<file path="config.mk">
export PLATFORM = sky130hd
export DESIGN_NAME = power_up_self_test_sequencer
export DESIGN_NICKNAME = d
export VERILOG_FILES = /design/src/hdl/power_up_self_test_sequencer.v /design/src/hdl/button_sync.v
export VERILOG_INCLUDE_DIRS = /design/src /design/src/inc
export SDC_FILE = /design/constraint.sdc
export NUM_CORES = 1
export LEC_CHECK = 0
export ABC_AREA = 1
export BUFFER_PORTS_ARGS = -buffer_cell sky130_fd_sc_hd__buf_2
export CAP_MARGIN = 20
export CORE_AREA = 2 2 77 94
export DETAILED_ROUTE_END_ITERATION = 8
export DIE_AREA = 0 0 79 96
export HOLD_SLACK_MARGIN = 0.06
export PLACE_DENSITY = 0.78
export SETUP_SLACK_MARGIN = 0.02
export SKIP_CTS_REPAIR_TIMING = 1
export SLEW_MARGIN = 20
export SYNTH_ARGS = -nofsm -noshare
export SYNTH_HDL_FRONTEND = slang
export SYNTH_SLANG_ARGS = --single-unit
</file>
<file path="constraint.sdc">
create_clock -name sys_clk -period 2 [get_ports sys_clk]
set_input_delay 0.1 -clock sys_clk [delete_from_list [all_inputs] [get_ports sys_clk]]
set_output_delay 0.1 -clock sys_clk [all_outputs]
set_load 0.005 [all_outputs]
</file>
<file path="src/inc/selftest_map.vh">
// constants for the power-up self-test sequencer
`ifndef SELFTEST_MAP_VH
`define SELFTEST_MAP_VH
`define ST_NUM_TIMING     8'h01
`define ST_NUM_SWITCH     8'h02
`define ST_NUM_READOUT    8'h03
`define ST_NUM_CALDATA    8'h04
`define ST_NUM_MAINBOARD  8'h05
`define ST_NUM_BATTERY    8'h06
`define ST_NUM_BUS        8'h11
`define ST_NUM_METER      8'h76
`define ST_NUM_CTR_FIRST  8'h81
`define ST_NUM_CTR_LAST   8'h87
`define ST_PFX_NONE       2'h0
`define ST_PFX_BUS        2'h1
`define ST_PFX_METER      2'h2
`define ST_PFX_COUNTER    2'h3
`define ST_BLINK_MS       250
`define ST_CLK_KHZ        40000
`define ST_BLINK_CYCLES   (`ST_BLINK_MS * `ST_CLK_KHZ)
`define ST_CHECK_COUNT    16
`define ST_LAST_CHECK     4'he
`endif

</file>
<file path="src/hdl/power_up_self_test_sequencer.v">
// power-up self-test sequencer: core check, functional checks, panel report
`timescale 1ns/1ps
`default_nettype none
`include "selftest_map.vh"
module power_up_self_test_sequencer
#(
  parameter integer BLINK_CYCLES = `ST_BLINK_CYCLES,
  parameter integer LAMP_WIDTH   = 8
)
(
  // clock and reset
  input  wire                  sys_clk,
  input  wire                  rst,
  // core processor check
  output reg                   coreStart,
  input  wire                  coreDone,
  input  wire                  corePass,
  input  wire [LAMP_WIDTH-1:0] coreFailPattern,
  // functional checks, one start per present check index 0-14
  output reg                   checkStart,
  output reg  [3:0]            checkIndex,
  input  wire                  checkDone,
  input  wire                  checkPass,
  input  wire [7:0]            checkFailCode,
  input  wire [15:0]           checkPresent,
  // front panel
  input  wire                  trigger_select_button,
  output reg                   trigger_lock_lamp,
  output reg  [LAMP_WIDTH-1:0] panelLamps,
  // readout message
  output reg                   readoutValid,
  output reg  [1:0]            readoutPrefix,
  output reg  [7:0]            readoutTestNum,
  output reg  [7:0]            readoutFailCode,
  // sequence status
  output reg                   normalOperation,
  output reg                   selfTestBusy
);
  localparam [2:0] S_CORE_START = 3'h0;
  localparam [2:0] S_CORE_WAIT  = 3'h1;
  localparam [2:0] S_CORE_FAIL  = 3'h2;
  localparam [2:0] S_CHK_START  = 3'h3;
  localparam [2:0] S_CHK_WAIT   = 3'h4;
  localparam [2:0] S_NEXT       = 3'h5;
  localparam [2:0] S_RUN        = 3'h6;

  reg [2:0]  state_reg;
  reg [2:0]  state_next;
  reg [31:0] blinkCount_reg;
  wire       buttonRise;
  wire       coreFailEvent;
  wire       checkFailEvent;

  // terminal count of one blink half period
  localparam [31:0] BLINK_LAST = BLINK_CYCLES - 1;

  // check index to reported number: 0-5 base, 6 bus, 7 meter, 8-14 counter
  function [7:0] checkNumber;
    input [3:0] idx;
    begin
      if (idx < 4'h6)
        checkNumber = `ST_NUM_TIMING + {4'h0, idx};
      else if (idx == 4'h6)
        checkNumber = `ST_NUM_BUS;
      else if (idx == 4'h7)
        checkNumber = `ST_NUM_METER;
      else
        checkNumber = `ST_NUM_CTR_FIRST + {4'h0, idx - 4'h8};
    end
  endfunction

  function [1:0] checkPrefix;
    input [3:0] idx;
    begin
      if (idx < 4'h6)
        checkPrefix = `ST_PFX_NONE;
      else if (idx == 4'h6)
        checkPrefix = `ST_PFX_BUS;
      else if (idx == 4'h7)
        checkPrefix = `ST_PFX_METER;
      else
        checkPrefix = `ST_PFX_COUNTER;
    end
  endfunction

  button_sync u_button
  (
    .sys_clk (sys_clk),
    .rst     (rst),
    .pinIn   (trigger_select_button),
    .level   (),
    .rise    (buttonRise)
  );

  always @*
  begin
    state_next = state_reg;
    case (state_reg)
      S_CORE_START: state_next = S_CORE_WAIT;
      S_CORE_WAIT:
        if (coreDone)
          state_next = corePass ? S_CHK_START : S_CORE_FAIL;
      S_CORE_FAIL:
        if (buttonRise)
          state_next = S_RUN;
      S_CHK_START:
        if (!checkPresent[checkIndex])
          state_next = S_NEXT;
        else
          state_next = S_CHK_WAIT;
      S_CHK_WAIT:
        if (checkDone)
          state_next = S_NEXT;
      S_NEXT:
        if (checkIndex == `ST_LAST_CHECK)
          state_next = S_RUN;
        else
          state_next = S_CHK_START;
      S_RUN: state_next = S_RUN;
      default: state_next = S_CORE_START;
    endcase
  end

  // events that latch panel and readout state
  assign coreFailEvent  = (state_reg == S_CORE_WAIT) && coreDone && !corePass;
  assign checkFailEvent = (state_reg == S_CHK_WAIT) && checkDone && !checkPass;

  // sequencer state and start pulses
  always @(posedge sys_clk)
  begin
    if (rst)
    begin
      state_reg  <= S_CORE_START;
      coreStart  <= 1'b0;
      checkStart <= 1'b0;
      checkIndex <= 4'h0;
    end
    else
    begin
      state_reg  <= state_next;
      coreStart  <= (state_reg == S_CORE_START);
      checkStart <= (state_reg == S_CHK_START) && checkPresent[checkIndex];
      if (state_reg == S_NEXT)
        checkIndex <= checkIndex + 4'h1;
    end
  end

  // core failure display; blink runs until the operator steps in
  always @(posedge sys_clk)
  begin
    if (rst)
    begin
      blinkCount_reg    <= 32'h0;
      trigger_lock_lamp <= 1'b0;
      panelLamps        <= {LAMP_WIDTH{1'b0}};
    end
    else if (coreFailEvent)
    begin
      panelLamps        <= coreFailPattern;
      trigger_lock_lamp <= 1'b1;
      blinkCount_reg    <= 32'h0;
    end
    else if (state_reg == S_CORE_FAIL)
    begin
      if (buttonRise)
      begin
        // lamps released; outcome of running on a bad core is not guaranteed
        trigger_lock_lamp <= 1'b0;
        panelLamps        <= {LAMP_WIDTH{1'b0}};
      end
      else if (blinkCount_reg >= BLINK_LAST)
      begin
        blinkCount_reg    <= 32'h0;
        trigger_lock_lamp <= ~trigger_lock_lamp;
      end
      else
        blinkCount_reg <= blinkCount_reg + 32'h1;
    end
  end

  // first failure stays on the readout; later ones would hide it
  always @(posedge sys_clk)
  begin
    if (rst)
    begin
      readoutValid    <= 1'b0;
      readoutPrefix   <= `ST_PFX_NONE;
      readoutTestNum  <= 8'h00;
      readoutFailCode <= 8'h00;
    end
    else if (checkFailEvent && !readoutValid)
    begin
      readoutValid    <= 1'b1;
      readoutPrefix   <= checkPrefix(checkIndex);
      readoutTestNum  <= checkNumber(checkIndex);
      readoutFailCode <= checkFailCode;
    end
  end

  // status flags; they settle once the sequence hands over to normal running
  always @(posedge sys_clk)
  begin
    if (rst)
    begin
      normalOperation <= 1'b0;
      selfTestBusy    <= 1'b1;
    end
    else if (state_next == S_RUN)
    begin
      normalOperation <= 1'b1;
      selfTestBusy    <= 1'b0;
    end
  end
endmodule
`default_nettype wire

</file>
<file path="src/hdl/button_sync.v">
// three-stage synchroniser with agreement filter for a panel button
`timescale 1ns/1ps
`default_nettype none
module button_sync
(
  // clock and reset
  input  wire sys_clk,
  input  wire rst,
  // pin and result
  input  wire pinIn,
  output reg  level,
  output wire rise
);
  reg stage1_reg;
  reg stage2_reg;
  reg stage3_reg;
  reg levelPrev_reg;

  always @(posedge sys_clk)
  begin
    if (rst)
    begin
      stage1_reg    <= 1'b0;
      stage2_reg    <= 1'b0;
      stage3_reg    <= 1'b0;
      level         <= 1'b0;
      levelPrev_reg <= 1'b0;
    end
    else
    begin
      stage1_reg    <= pinIn;
      stage2_reg    <= stage1_reg;
      stage3_reg    <= stage2_reg;
      // change counts only once stages two and three agree
      if (stage2_reg == stage3_reg)
        level <= stage3_reg;
      levelPrev_reg <= level;
    end
  end

  assign rise = level & ~levelPrev_reg;
endmodule
`default_nettype wire

</file>
==> qor.yml <==
drt_first_pass_iters: 7
cts_buffers: 9
die_h_microns: 96
synth_area_per_cell_sq_um: 7.07
hp-class: "input port to flop"
io_buffers: 74
path_clk_slew_ns: 0.08
largest_reg_flops: 32
ios: 75
area_growth_pct: 25.2
skew_ns: 0.0122
cap_violations: 0
drt-initial-drc-count: 171
hpwl_microns: 6020
via_per_inst: 5.27
place_inst: 655
grtUsageTotal_pct: 23.0
fmax_mhz: 540
vias: 3645
overflow: 0
tritoncts: "yes"
grt_pass1_wl_microns: 13900
diodes: 0
grt_max_degree: 29
grt_pass1_vias: 3315
yosysSeqAreaShare_pct: 42.6
antenna_found_initial: 0
critPathBufInv: 0
num_rows: 33
cp_slowest_cell: "dfxtp_1"
cp_max_fo: 6
fin_nets: 641
dieArea_sq_um: 7580
layout_common_cells: "nand2_1, nor2_1, dfxtp_1"
ys_warn_count: 0
yosysUniqueCellTypes: 32
start_util_pct: 52.6
syn-instance-count: 498
core_area_sq_um: 6690
peakVddDrop_mv: 0.458
p_leak_nw: 1.87
clockBufferDepth: 2
die_w_microns: 79
cp_top_family: "simple AND/OR/NAND/NOR gates"
wirelength_microns: 8840
synth-seq-cells: 75
synth_enable_flop_cells: 0
start_kind: "flop"
crit_chain: "ha_1, nand2_1, nor2_1, nand2_2, nand2_1, nand2_1, nand2_1, nand2_1, nand2_1, nand2_2, nand2_2, nor2_1"
status: "finished, final reports clean"
slowest_delay_ns: 0.36
synth.net_count: 540
antenna_left: 0
hold_viol: 0
async_flop_share_pct: 0
final_max_slew_viol_count: 0
layout.cells.non_filler: 691
worstMarginPinSlew_ns: 0.388
fin_area_sq_um: 4410
max_slew_margin_pct: 74.0
clock_sinks: 75
drc: 0
crit_required_ns: 2.25
rsz0062_at_grt: "true"
cp.arrival_ns: 2.10
cp_common_cell: "nand2_1"
powerDensity_nw_per_um2: 682
finalCriticalPeriod_ns: 1.85
root_buffer: "clkbuf_8"
wl_per_cell_microns: 12.8
crit_type: "flop to flop"
worstSkewPairLatency_ns: 0.36
layout_commonest_cell: "nand2_1"
endpoint_kind: "flop"
synth_flop_cell: "dfxtp_1"
h-tree-depth: 3
synth_area_sq_um: 3520
dpl_cell_area_sq_um: 4000
period_share_pct: 92.5
layout-drive-gt1-share_pct: 22.0
gp_congestion: 0.920
setup_viol: 0
## power breakdown
part | total [mW] | internal, mW | switching (mW)
combinational | 0.260 | 0.113 | 0.147
clock | 1.21 | 0.593 | 0.613
sequential | 1.54 | 1.52 | 0.0245
## worst reg2reg max path: cells and delay by family, from the launching register on
kind,cells,cell delay [ns]
flip-flops,1,0.36
adder cells (fa/ha/maj),1,0.20
AND/OR/NAND/NOR,11,1.16
## stage by stage
stage          util (%)  TNS, ns  power (mW)  hold WS, ns  setup slack (ns)
6_report           65.9        0        3.01        0.106             0.149
5_1_grt            65.9  -0.0571        3.13        0.151           -0.0120
4_1_cts            62.8        0        2.98      -0.0586            0.0622
3_5_place_dp       59.8        0        1.80        0.317             0.109
3_3_place_gp       59.8        0        1.79        0.300             0.214
2_1_floorplan         -        0        1.72        0.207             0.379
## cell usage after synthesis, types with 2 or more instances
cell | number | area, sq um
nand2_1 | 102 | 383
nor2_1 | 82 | 308
dfxtp_1 | 75 | 1500
inv_1 | 46 | 173
nand3_1 | 44 | 220
a21oi_1 | 33 | 165
nor3_1 | 19 | 95.1
o21ai_0 | 18 | 90.1
nand2_2 | 10 | 62.6
xor2_1 | 10 | 87.6
nand4_1 | 9 | 56.3
buf_2 | 5 | 25.0
clkbuf_1 | 5 | 18.8
inv_2 | 4 | 15.0
nor2_4 | 4 | 45.0
nor4_1 | 4 | 25.0
buf_4 | 3 | 22.5
ha_1 | 3 | 37.5
nand3_2 | 3 | 30.0
xnor2_1 | 3 | 26.3
buf_6 | 2 | 22.5
nor2_2 | 2 | 12.5
nor3_2 | 2 | 20.0
o211ai_1 | 2 | 15.0
## cell type report
cell class / count / area (sq um)
fill: 595 / 2280
multi-input combinational: 359 / 1770
sequential: 75 / 1500
timing repair buffer: 103 / 631
inverter: 51 / 196
clock buffer: 9 / 124
tap: 87 / 109
clock inverter: 7 / 80.1
## metal layers
metal,GRT usage (%),vias to the layer above,wire length (microns)
met3,7.50,25,657
li1,-,1808,-
met4,11.4,0,258
met5,0,-,0
met1,25.3,1666,3580
met2,40.0,146,4340
## worst paths after layout
kind	from	cells past startpoint	slack (ns)	end
worst max-delay path	blinkCount_reg[0]	12	0.15	blinkCount_reg[4]
worst min-delay path	coreDone	5	0.11	state_reg[1]
worst max register to register	blinkCount_reg[0]	12	0.15	blinkCount_reg[4]
worst min register to register	u_button.stage1_reg	2	0.41	u_button.stage2_reg
## cell families (layout without fill, tap and decap cells)
family,count (synthesis),in the layout,share of synthesized area (%)
AOI/OAI and AO/OA,55,55,8.10
xor gates and xnor gates,13,13,3.23
and+or+nand+nor,285,288,36.7
DFF,75,75,42.6
buffers and inverters,67,170,8.21
adders and majority gates,3,3,1.07
Note: power is estimated with default switching activity, not from simulation.
